===== config.mk =====
export PLATFORM = sky130hd
export DESIGN_NAME = pths_target
export DESIGN_NICKNAME = d
export VERILOG_FILES = /design/src/inc/pths_pkg.sv /design/src/rtl/pths_target.sv
export SDC_FILE = /design/constraint.sdc
export NUM_CORES = 1
export LEC_CHECK = 0
export ABC_CLOCK_PERIOD_IN_PS = 3200
export BUFFER_PORTS_ARGS = -buffer_cell sky130_fd_sc_hd__buf_4
export CORE_MARGIN = 4
export CORE_UTILIZATION = 57
export DETAILED_ROUTE_END_ITERATION = 6
export GPL_ROUTABILITY_DRIVEN = 0
export PLACE_DENSITY = 0.88
export SYNTH_ARGS = -nofsm -noshare
export SYNTH_HDL_FRONTEND = slang
export SYNTH_SLANG_ARGS = --single-unit

===== constraint.sdc =====
create_clock -name core_clk -period 3.2 [get_ports core_clk]
set_input_delay 0.64 -clock core_clk [delete_from_list [all_inputs] [get_ports core_clk]]
set_output_delay 0.64 -clock core_clk [all_outputs]
set_load 0.02 [all_outputs]

===== src/inc/pths_pkg.sv =====
package pths_pkg;
  // fixed upper address bits, the strap fills the two low ones
  localparam logic [4:0] ADDR_HI        = 5'h08;
  // command codes
  localparam logic [7:0] CMD_OPERATION  = 8'h01;
  localparam logic [7:0] CMD_CLR_FAULTS = 8'h03;
  localparam logic [7:0] CMD_STAT_BYTE  = 8'h78;
  localparam logic [7:0] CMD_STAT_WORD  = 8'h79;
  localparam logic [7:0] CMD_MFR_ID     = 8'h99;
  localparam logic [7:0] CMD_PMON_CTRL  = 8'hD3;
  localparam logic [7:0] CMD_DEV_CONFIG = 8'hD4;
  localparam logic [7:0] CMD_PWR_CYCLE  = 8'hD9;
  // write lengths; NONE marks a command that cannot be written
  localparam logic [1:0] WLEN_NONE      = 2'h3;
  localparam logic [2:0] WIDX_MAX       = 3'h4;
  // output_on_control layout
  localparam int         ON_BIT         = 7;
  localparam logic [7:0] OPCTL_RST      = 8'h80;
  // device configuration layout
  localparam int         DC_FOLD        = 0;
  localparam int         DC_GLT_LSB     = 1;
  localparam int         DC_WPOL        = 3;
  localparam int         DC_OPEN        = 4;
  localparam logic [7:0] DC_RST         = 8'h01;
  localparam int         PMON_CONV      = 0;
  // summary status layout
  localparam int         SB_OFF         = 6;
  localparam int         SB_OV          = 5;
  localparam int         SB_UV          = 3;
  localparam int         SB_CML         = 1;
  localparam int         SW_INPUT       = 5;
  localparam logic [7:0] MFR_ID_LEN     = 8'h02;
  // crc-8 of the packet error code
  localparam logic [7:0] CRC_POLY       = 8'h07;
  // bus recovery pulse count
  localparam logic [4:0] RECOVER_PULSES = 5'h10;
  // power cycle off time
  localparam int unsigned CLK_MHZ       = 250;
  localparam int unsigned PCYC_TIME_MS  = 4000;
  localparam int unsigned PCYC_CYC_DEF  = PCYC_TIME_MS * 1000 * CLK_MHZ;

  typedef enum logic [2:0] {
    PH_IDLE, PH_RX, PH_ACK, PH_TX, PH_TXACK, PH_IGN
  } pths_phase_type;
endpackage : pths_pkg


===== src/rtl/pths_target.sv =====
`timescale 1ns/1ps
// What this block does
// - answer a 7-bit address whose upper five bits are 01000
// - low two address bits come from the four-state strap pin
// - support send, receive, write and read byte, read word, block read
// - append packet error code to reads, accept it at end of writes
// - packet error code optional per message, no enable needed
// - bad packet error code on a write discards it and sets a flag
// - a start, one clock and a stop may leave the interface stuck
// - sixteen clock pulses or another address reset the interface
// - receiver acks with 0; host ends reads with a 1
// - group commands wait for the stop before executing
// - conversion start in a group begins sampling at the stop
// - output on only with adequate supply and no overvoltage
// - cleared on request keeps the gate low regardless of inputs
// - on request is bit 7 of output control, reset to 1
// - output control is refused until unlocked by device configuration
// - on request 0 then 1 clears all latched faults
// - output enabled state readable in byte and word summary status
// - device configuration holds foldback, glitch filter and warning polarity
// - power cycle turns output off about 4 s, then back on
// - faults latch until cleared; persisting conditions set them again
// - power-up only while the enable input is high
module pths_target
  import pths_pkg::*;
#(
  parameter int unsigned PCYC_CYCLES = PCYC_CYC_DEF,
  parameter logic [7:0]  ID_BYTE0    = 8'h5A,  // arbitrary identity value
  parameter logic [7:0]  ID_BYTE1    = 8'hA5   // arbitrary identity value
) (
  input  wire logic       core_clk,
  input  wire logic       rst_b,
  input  wire logic       scl_in,
  input  wire logic       sda_in,
  output wire logic       sda_out,
  output wire logic       sda_oe,
  input  wire logic [1:0] addr_strap,
  input  wire logic       low_supply_trip,
  input  wire logic       high_supply_trip,
  input  wire logic       hs_enable,
  output wire logic       gate_on,
  output wire logic       conv_start,
  output wire logic       foldback_en,
  output wire logic [1:0] glitch_sel,
  output wire logic       warn2_pol
);

  // a zero off time would make the power cycle a no-op
  if (PCYC_CYCLES == 0)
  begin : g_bad_pcyc
    $error("PCYC_CYCLES must be at least one");
  end

  typedef struct packed {
    logic           scl_s1, scl_s2, scl_s3;
    logic           sda_s1, sda_s2, sda_s3;
    logic           lsup_s1, lsup_s2;
    logic           hsup_s1, hsup_s2;
    logic           en_s1, en_s2;
    logic [1:0]     strap_s1, strap_s2, strap;
    logic [1:0]     stw;
    logic           strap_ok;
    pths_phase_type ph;
    logic [3:0]     bcnt;
    logic [7:0]     sreg;
    logic           abyte, rw, ack_ok, wseg;
    logic [2:0]     widx;
    logic [7:0]     crc, cmd, d0;
    logic           pend;
    logic [7:0]     pcmd, pd0;
    logic [4:0]     rec;
    logic [7:0]     opctl, dc;
    logic           uv_f, ov_f, cml_f;
    logic [31:0]    pcyc;
    logic           gate_on, conv_start, sda_o, sda_oe;
  } pths_state_type;

  pths_state_type q, d;

  logic       scl_r, scl_f, start_ev, stop_ev;
  logic       addr_hit, lock_hit, pec_bad, exec, exec_pcyc;
  logic       clr_f, do_ack, load_tx;
  logic [1:0] wl, rl;
  logic [7:0] sb, swh, txb;
  logic [23:0] rdv;

  // crc-8 over one byte, msb first
  function automatic logic [7:0] crc8(input logic [7:0] c, input logic [7:0] b);
    logic [7:0] r;
    r = c;
    for (int i = 7; i >= 0; i--)
    begin
      r = {r[6:0], 1'b0} ^ ((r[7] ^ b[i]) ? CRC_POLY : 8'h00);
    end
    return r;
  endfunction : crc8

  // data bytes a write of this command carries
  function automatic logic [1:0] wr_len(input logic [7:0] c);
    unique case (c)
      CMD_CLR_FAULTS, CMD_PWR_CYCLE:                return 2'h0;
      CMD_OPERATION, CMD_DEV_CONFIG, CMD_PMON_CTRL: return 2'h1;
      default:                                      return WLEN_NONE;
    endcase
  endfunction : wr_len

  // read-only command codes, which may be read back
  function automatic logic rd_ok(input logic [7:0] c);
    return c == CMD_STAT_BYTE || c == CMD_STAT_WORD || c == CMD_MFR_ID;
  endfunction : rd_ok

  always_comb
  begin
    d         = q;
    addr_hit  = 1'b0;
    lock_hit  = 1'b0;
    pec_bad   = 1'b0;
    exec      = 1'b0;
    exec_pcyc = 1'b0;
    clr_f     = 1'b0;
    do_ack    = 1'b0;
    load_tx   = 1'b0;
    wl        = WLEN_NONE;
    rl        = 2'h0;
    rdv       = 24'h000000;
    txb       = 8'hFF;

    // two flops on every pin, a third on the bus lines; only stage two and later are read
    d.scl_s1   = scl_in;
    d.scl_s2   = q.scl_s1;
    d.scl_s3   = q.scl_s2;
    d.sda_s1   = sda_in;
    d.sda_s2   = q.sda_s1;
    d.sda_s3   = q.sda_s2;
    d.lsup_s1  = low_supply_trip;
    d.lsup_s2  = q.lsup_s1;
    d.hsup_s1  = high_supply_trip;
    d.hsup_s2  = q.hsup_s1;
    d.en_s1    = hs_enable;
    d.en_s2    = q.en_s1;
    d.strap_s1 = addr_strap;
    d.strap_s2 = q.strap_s1;
    d.conv_start = 1'b0;
    d.sda_o    = 1'b0;

    // bus events from the sampled link clock
    scl_r    = q.scl_s2 & ~q.scl_s3;
    scl_f    = ~q.scl_s2 & q.scl_s3;
    start_ev = q.scl_s2 & q.scl_s3 & q.sda_s3 & ~q.sda_s2;
    stop_ev  = q.scl_s2 & q.scl_s3 & ~q.sda_s3 & q.sda_s2;

    // strap caught once, a few cycles after reset release
    if (!q.strap_ok)
    begin
      d.stw = q.stw + 2'h1;
      if (q.stw == 2'h3)
      begin
        d.strap    = q.strap_s2;
        d.strap_ok = 1'b1;
      end
    end

    // summary status shows whether the output is enabled
    sb          = 8'h00;
    sb[SB_OFF]  = ~q.gate_on;
    sb[SB_OV]   = q.ov_f;
    sb[SB_UV]   = q.uv_f;
    sb[SB_CML]  = q.cml_f;
    swh         = 8'h00;
    swh[SW_INPUT] = q.uv_f | q.ov_f;

    // readable data of the current command
    unique case (q.cmd)
      CMD_STAT_BYTE:
      begin
        rl  = 2'h1;
        rdv = {16'h0000, sb};
      end
      CMD_STAT_WORD:
      begin
        rl  = 2'h2;
        rdv = {8'h00, swh, sb};
      end
      CMD_OPERATION:
      begin
        rl  = 2'h1;
        rdv = {16'h0000, q.opctl};
      end
      CMD_DEV_CONFIG:
      begin
        rl  = 2'h1;
        rdv = {16'h0000, q.dc};
      end
      CMD_MFR_ID:
      begin
        rl  = 2'h3;  // block read: count first
        rdv = {ID_BYTE1, ID_BYTE0, MFR_ID_LEN};
      end
      default:
      begin
        rl  = 2'h0;
        rdv = 24'h000000;
      end
    endcase
    // data bytes, then the error code, then released bus
    if (q.widx < {1'b0, rl})
      txb = rdv[8 * q.widx +: 8];
    else if (q.widx == {1'b0, rl})
      txb = q.crc;

    // end of our write segment: length and error code decide
    if ((start_ev || stop_ev) && q.wseg)
    begin
      d.wseg = 1'b0;
      wl     = wr_len(q.cmd);
      if (wl != WLEN_NONE)
      begin
        if (q.widx == {1'b0, wl} + 3'h1)
        begin
          d.pend = 1'b1;  // without code
          d.pcmd = q.cmd;
          d.pd0  = q.d0;
        end
        else if (q.widx == {1'b0, wl} + 3'h2)
        begin
          if (q.crc == 8'h00)
          begin
            d.pend = 1'b1;  // with a good code
            d.pcmd = q.cmd;
            d.pd0  = q.d0;
          end
          else
            pec_bad = 1'b1;  // discarded
        end
      end
    end

    // held commands run only at the stop, in step with the group
    if (stop_ev && d.pend)
    begin
      exec   = 1'b1;
      d.pend = 1'b0;
      unique case (d.pcmd)
        CMD_OPERATION:
        begin
          clr_f   = ~q.opctl[ON_BIT] & d.pd0[ON_BIT];
          d.opctl = d.pd0;
        end
        CMD_CLR_FAULTS: clr_f = 1'b1;
        CMD_DEV_CONFIG: d.dc = d.pd0;
        CMD_PMON_CTRL:  d.conv_start = d.pd0[PMON_CONV];
        CMD_PWR_CYCLE:  exec_pcyc = 1'b1;
        default:        clr_f = 1'b0;
      endcase
    end

    // latched faults; a live condition wins over a clear
    d.uv_f  = ~q.lsup_s2 | (q.uv_f & ~clr_f);
    d.ov_f  = q.hsup_s2 | (q.ov_f & ~clr_f);
    d.cml_f = pec_bad | (q.cml_f & ~clr_f);

    // power cycle off time
    if (exec_pcyc)
      d.pcyc = PCYC_CYCLES;
    else if (q.pcyc != 32'h00000000)
      d.pcyc = q.pcyc - 32'h00000001;

    // gate needs request, supply window, enable and no power cycle
    d.gate_on = q.opctl[ON_BIT] & q.lsup_s2 & ~q.hsup_s2 & q.en_s2
              & (q.pcyc == 32'h00000000);

    // released-data clock pulses count toward bus recovery
    if (start_ev || stop_ev)
      d.rec = 5'h00;
    else if (scl_r)
      d.rec = q.sda_s2 ? q.rec + 5'h01 : 5'h00;

    // byte engine
    if (start_ev)
    begin
      d.ph     = PH_RX;
      d.bcnt   = 4'h0;
      d.abyte  = 1'b1;
      d.sda_oe = 1'b0;
      // only a repeated start after our own write keeps the running code;
      // a receive byte must not inherit the code of the previous frame
      if (!q.wseg)
        d.crc = 8'h00;
    end
    else if (stop_ev)
    begin
      d.ph     = PH_IDLE;
      d.sda_oe = 1'b0;
    end
    else if (q.rec == RECOVER_PULSES)
    begin
      d.ph     = PH_IDLE;
      d.sda_oe = 1'b0;
      d.rec    = 5'h00;
    end
    else
    begin
      unique case (q.ph)
        PH_IDLE, PH_IGN: d.sda_oe = 1'b0;
        PH_RX:
        begin
          if (scl_r)
          begin
            d.sreg = {q.sreg[6:0], q.sda_s2};
            d.bcnt = q.bcnt + 4'h1;
          end
          else if (scl_f && q.bcnt == 4'h8)
          begin
            if (q.abyte)
            begin
              if (q.sreg[7:1] == {ADDR_HI, q.strap})
              begin
                addr_hit = 1'b1;
                do_ack   = 1'b1;
                d.abyte  = 1'b0;
                d.rw     = q.sreg[0];
                d.widx   = 3'h0;
                d.wseg   = ~q.sreg[0];
                // a read continues the code of its write part
                d.crc    = crc8(q.sreg[0] ? q.crc : 8'h00, q.sreg);
              end
              else
                d.ph = PH_IGN;  // other address
            end
            else if (q.widx == 3'h0 && wr_len(q.sreg) == WLEN_NONE
                     && !rd_ok(q.sreg) && q.sreg != CMD_DEV_CONFIG)
              d.ph = PH_IGN;  // unsupported command
            else if (q.widx == 3'h0 && q.sreg == CMD_OPERATION && !q.dc[DC_OPEN])
            begin
              lock_hit = 1'b1;
              d.ph     = PH_IGN;
            end
            else if (q.widx == WIDX_MAX)
              d.ph = PH_IGN;  // too long for any command
            else
            begin
              do_ack = 1'b1;
              if (q.widx == 3'h0)
                d.cmd = q.sreg;
              if (q.widx == 3'h1)
                d.d0 = q.sreg;
              d.crc  = crc8(q.crc, q.sreg);
              d.widx = q.widx + 3'h1;
            end
          end
        end
        PH_ACK:
        begin
          if (scl_f)
          begin
            if (q.rw)
              load_tx = 1'b1;
            else
            begin
              d.ph     = PH_RX;
              d.bcnt   = 4'h0;
              d.sda_oe = 1'b0;
            end
          end
        end
        PH_TX:
        begin
          if (scl_f)
          begin
            if (q.bcnt == 4'h8)
            begin
              d.sda_oe = 1'b0;
              d.ph     = PH_TXACK;
            end
            else
            begin
              d.sda_oe = ~q.sreg[6];
              d.sreg   = {q.sreg[6:0], 1'b0};
              d.bcnt   = q.bcnt + 4'h1;
            end
          end
        end
        PH_TXACK:
        begin
          if (scl_r)
            d.ack_ok = ~q.sda_s2;
          else if (scl_f)
          begin
            if (q.ack_ok)
              load_tx = 1'b1;
            else
              d.ph = PH_IGN;  // host ends the read with a 1
          end
        end
        default: d.ph = PH_IDLE;
      endcase
    end

    // acknowledge a received byte with a low
    if (do_ack)
    begin
      d.ph     = PH_ACK;
      d.sda_oe = 1'b1;
    end
    // first bit of the next byte goes out on the falling edge
    if (load_tx)
    begin
      d.ph     = PH_TX;
      d.sreg   = txb;
      d.sda_oe = ~txb[7];
      d.bcnt   = 4'h1;
      if (q.widx < {1'b0, rl})
        d.crc = crc8(q.crc, txb);
      if (q.widx != 3'h7)
        d.widx = q.widx + 3'h1;
    end
  end

  // single state register, synchronous reset
  always_ff @(posedge core_clk)
  begin
    if (!rst_b)
    begin
      q       <= '0;
      q.opctl <= OPCTL_RST;  // on request set at reset
      q.dc    <= DC_RST;
      q.scl_s1 <= 1'b1;
      q.scl_s2 <= 1'b1;
      q.scl_s3 <= 1'b1;
      q.sda_s1 <= 1'b1;
      q.sda_s2 <= 1'b1;
      q.sda_s3 <= 1'b1;
    end
    else
      q <= d;
  end

  assign sda_out     = q.sda_o;
  assign sda_oe      = q.sda_oe;
  assign gate_on     = q.gate_on;
  assign conv_start  = q.conv_start;
  assign foldback_en = q.dc[DC_FOLD];
  assign glitch_sel  = q.dc[DC_GLT_LSB +: 2];
  assign warn2_pol   = q.dc[DC_WPOL];
endmodule : pths_target


==> run_results.csv <==
group,metric,value,unit
outcome,status,"complete, but fails checks",
outcome,violations,"setup timing",
synth,syn_nets,988,
pwr,power.leakage,3.80,nW
route,drc,0,
die,rows,43,
job,max_cap_viol_count,0,
synth,synth_adder_area_share,1.85,%
synth,syn-cell-area,8110,sq um
setup_path,slowest_delay,0.44,ns
setup_path,worstSetupStartpoint,"q[92]",
synth,synth_commonest_cells,"dfxtp_1, nor2_1, nand2_1",
finish,num_antenna_cells,0,
route,route.vias.total,7620,
synth,async_flop_share,0,%
global_routing,grt_usage,27.3,%
synth,synth_top_family_by_area,"simple AND/OR/NAND/NOR gates",
synth,synthTopCellsByArea,"dfxtp_1, mux2i_1, xnor2_1",
die,ios,17,
synth,synth-compound-area-share,16.6,%
route,wl_per_cell,18.7,um
setup_path,critPathCaptureType,"flip-flop",
global_routing,grt_pass1_vias,7327,
pwr,power.density,538,nW/um^2
synth,yosys.area.top_type,"dfxtp_1",
route,ant_nets,0,
global_routing,grt_overflow,0,
die,start_util,58.2,%
placement,dp_hpwl,14800,um
cts,cts_num_sinks,143,
setup_path,worstPathRequired,3.52,ns
cts,cts_buffer_depth,2,
finish,nets,1025,
timing,max_freq,305,MHz
setup_path,r2r-start,"q[92]",
hold_path,hold_start,"scl_in",
route,viasPerCell,6.37,
setup_path,crit_slowest_cell,"o32ai_2",
cts,cts-root-buf,"clkbuf_16",
timing,setup_viol,1,
setup_path,path_cells,"nand4b_1 > or3_4 > o211ai_1 > ha_2 > nor2b_4 > nor3_1 > nand2_1 > o32ai_2 > xnor2_1 > or3_1 > a21oi_1 > a2111oi_2",
setup_path,worstPathArrival,3.60,ns
die,die_x,127,um
placement,place_inst,1159,
die,core,13900,sq um
synth,yosysMostFrequentCell,"dfxtp_1",
timing,finalHoldViolations,0,
finish,final-seq-area,2880,sq um
finish,utilization,67.9,%
timing,final_max_slew_viol_count,0,
finish,syn_to_final_growth,16.6,%
cts,ctsHoldBuffers,0,
synth,yosysSeqAreaShare,35.3,%
synth,yosys.area_share.xor_xnor,10.2,%
synth,synth-simple-area-share,24.4,%
route,drt_wl_total,22400,um
finish,drive_gt1_share,17.4,%
route,drtIter0Drc,1025,
cts,clk_pin_slew_worst_paths,0.06,ns
setup_path,path_class,"reg -> reg",
finish,fillers,1001,
placement,portBuffers,15,
timing,relSlewSlack,50.4,%
hold_path,hold_path_class,"in -> reg",
finish,multi_input_area,5050,sq um
timing,fin_skew,0.0195,ns
synth,synth_cells,967,
die,fp.dieH,127,um
synth,netlist.area_leader.share,35.3,%
global_routing,grt_max_degree,38,
setup_path,start_kind,"flip-flop",
route,drt_pass1_iterations,7,
cts,cts_tree,"yes",
timing,fin_ws,-0.0835,ns
cts,numCtsBuffers,17,
synth,synth_mux_area_share,7.03,%
synth,yosysWarningCount,0,
synth,ys_types,81,
finish,final_cells,1196,
cts,htreeDepth,4,
synth,avgSynthCellArea,8.39,sq um
cts,clock_latency,0.45,ns
die,dieArea,16200,sq um
timing,post-route-min-period,3.28,ns
pwr,vdd_ir_drop_max,0.856,mV
synth,ys.flop_type,"dfxtp_1",
synth,ys_seq_elements,143,
global_routing,antenna_found_initial,0,
timing,min_period_over_period,103,%
timing,rsz0062_at_grt,"true",
synth,synth_edf_count,0,
setup_path,critPathMaxFanout,8,
global_routing,grt_pass1_wl,35800,um
timing,worst_pin_slew,0.740,ns
==> per-stage QoR <==
step	area [sq um]	TNS [ns]	hold slack [ns]	power, mW	worst slack, ns
floorplan	8150	0	0.386	2.98	0.00764
global route	9460	-0.701	0.389	5.35	-0.209
CTS	9290	0	0.386	5.08	0.00637
detailed placement	8710	-0.195	0.392	3.19	-0.0685
finish	9460	-0.0835	0.388	5.09	-0.0835
global placement	8710	0	0.396	3.14	0.0856
==> cell usage in the layout (no fill, tap or decap), types with 5 or more instances in the layout <==
master / Yosys / layout
ha_1: 12 / 11
or4_1: 10 / 9
nor3_1: 43 / 42
nand2b_1: 29 / 28
dfxtp_1: 143 / 135
nor4_1: 9 / 9
o31ai_1: 10 / 9
a32oi_1: 5 / 5
mux2i_1: 51 / 51
nand3_1: 18 / 18
a22oi_1: 5 / 5
nor2b_1: 16 / 14
nor2_1: 85 / 85
nand4_1: 7 / 7
xnor2_1: 53 / 51
nand4b_1: 6 / 6
o211ai_1: 5 / 5
a31oi_1: 8 / 7
and3_1: 11 / 10
a21oi_1: 52 / 51
buf_4: 4 / 80
o21ai_0: 52 / 51
or2_2: 9 / 7
xor2_1: 39 / 36
clkbuf_16: 0 / 17
and2_1: 16 / 16
inv_1: 23 / 23
or3_1: 7 / 6
a221o_1: 5 / 5
nand3b_1: 6 / 6
a211oi_1: 7 / 6
nand2_1: 72 / 71
==> layer usage <==
| layer | track usage, % | vias up | part of all wire, % |
|---|---|---|---|
| li1 | - | 3526 | - |
| met1 | 33.9 | 3607 | 40 |
| met2 | 43.7 | 390 | 47 |
| met3 | 7.02 | 97 | 7.5 |
| met4 | 14.5 | 0 | 4.8 |
| met5 | 0 | - | 0 |
==> critical path, delay by kind of cell, from the launching register on <==
kind | cells | cell delay (ns)
AOI/OAI and AO/OA | 4 | 0.89
xor gates and xnor gates | 1 | 0.25
and+or+nand+nor | 6 | 1.40
adders and majority gates | 1 | 0.24
DFF | 1 | 0.37
==> cell families (layout without fill, tap and decap cells) <==
| logic type | count (synthesis) | count (layout) |
|---|---|---|
| buffers and inverters | 89 | 138 |
| muxes | 56 | 56 |
| DFF | 143 | 143 |
| xor gates and xnor gates | 93 | 93 |
| other | 1 | 1 |
| adders and majority gates | 12 | 12 |
| and+or+nand+nor | 372 | 372 |
| AOI/OAI and AO/OA | 201 | 201 |
==> state kept, by name (all words and copies together) (netlist names) <==
register / flops
warn2_pol: 1
gate_on: 1
foldback_en: 1
glitch_sel: 2
conv_start: 1
d: 9
sda_oe: 1
q: 127
==> what timing repair did <==
item	in CTS	in global routing
setup buffers	2	4
pin swaps	1	12
setup endpoints to repair	11	57
cloned	0	0
resized for setup	7	32
==> where the power goes <==
part / switching, mW / total, mW / leakage (nW) / internal (mW)
sequential: 0.160 / 2.11 / 1.17 / 1.95
clock: 0.816 / 1.90 / 0.270 / 1.09
combinational: 0.610 / 1.08 / 2.37 / 0.466
total: 1.59 / 5.09 / 3.80 / 3.51
==> final timing paths <==
path / end / slack (ns) / cells past startpoint
worst max-delay path: q[95] / -0.08 / 12
worst min-delay path: d[142] / 0.39 / 2
worst max register to register: q[95] / -0.08 / 12
worst min register to register: d[138] / 0.40 / 1
==> cell type report <==
cell class / instances / share of cell area, %
Sequential cell: 143 / 30.5
Multi-Input combinational cell: 735 / 53.4
Inverter: 24 / 0.953
Timing Repair Buffer: 83 / 6.99
Clock inverter: 12 / 1.15
Clock buffer: 19 / 4.68
Tap cell: 180 / 2.38
Note: power is estimated with default switching activity, not from simulation.
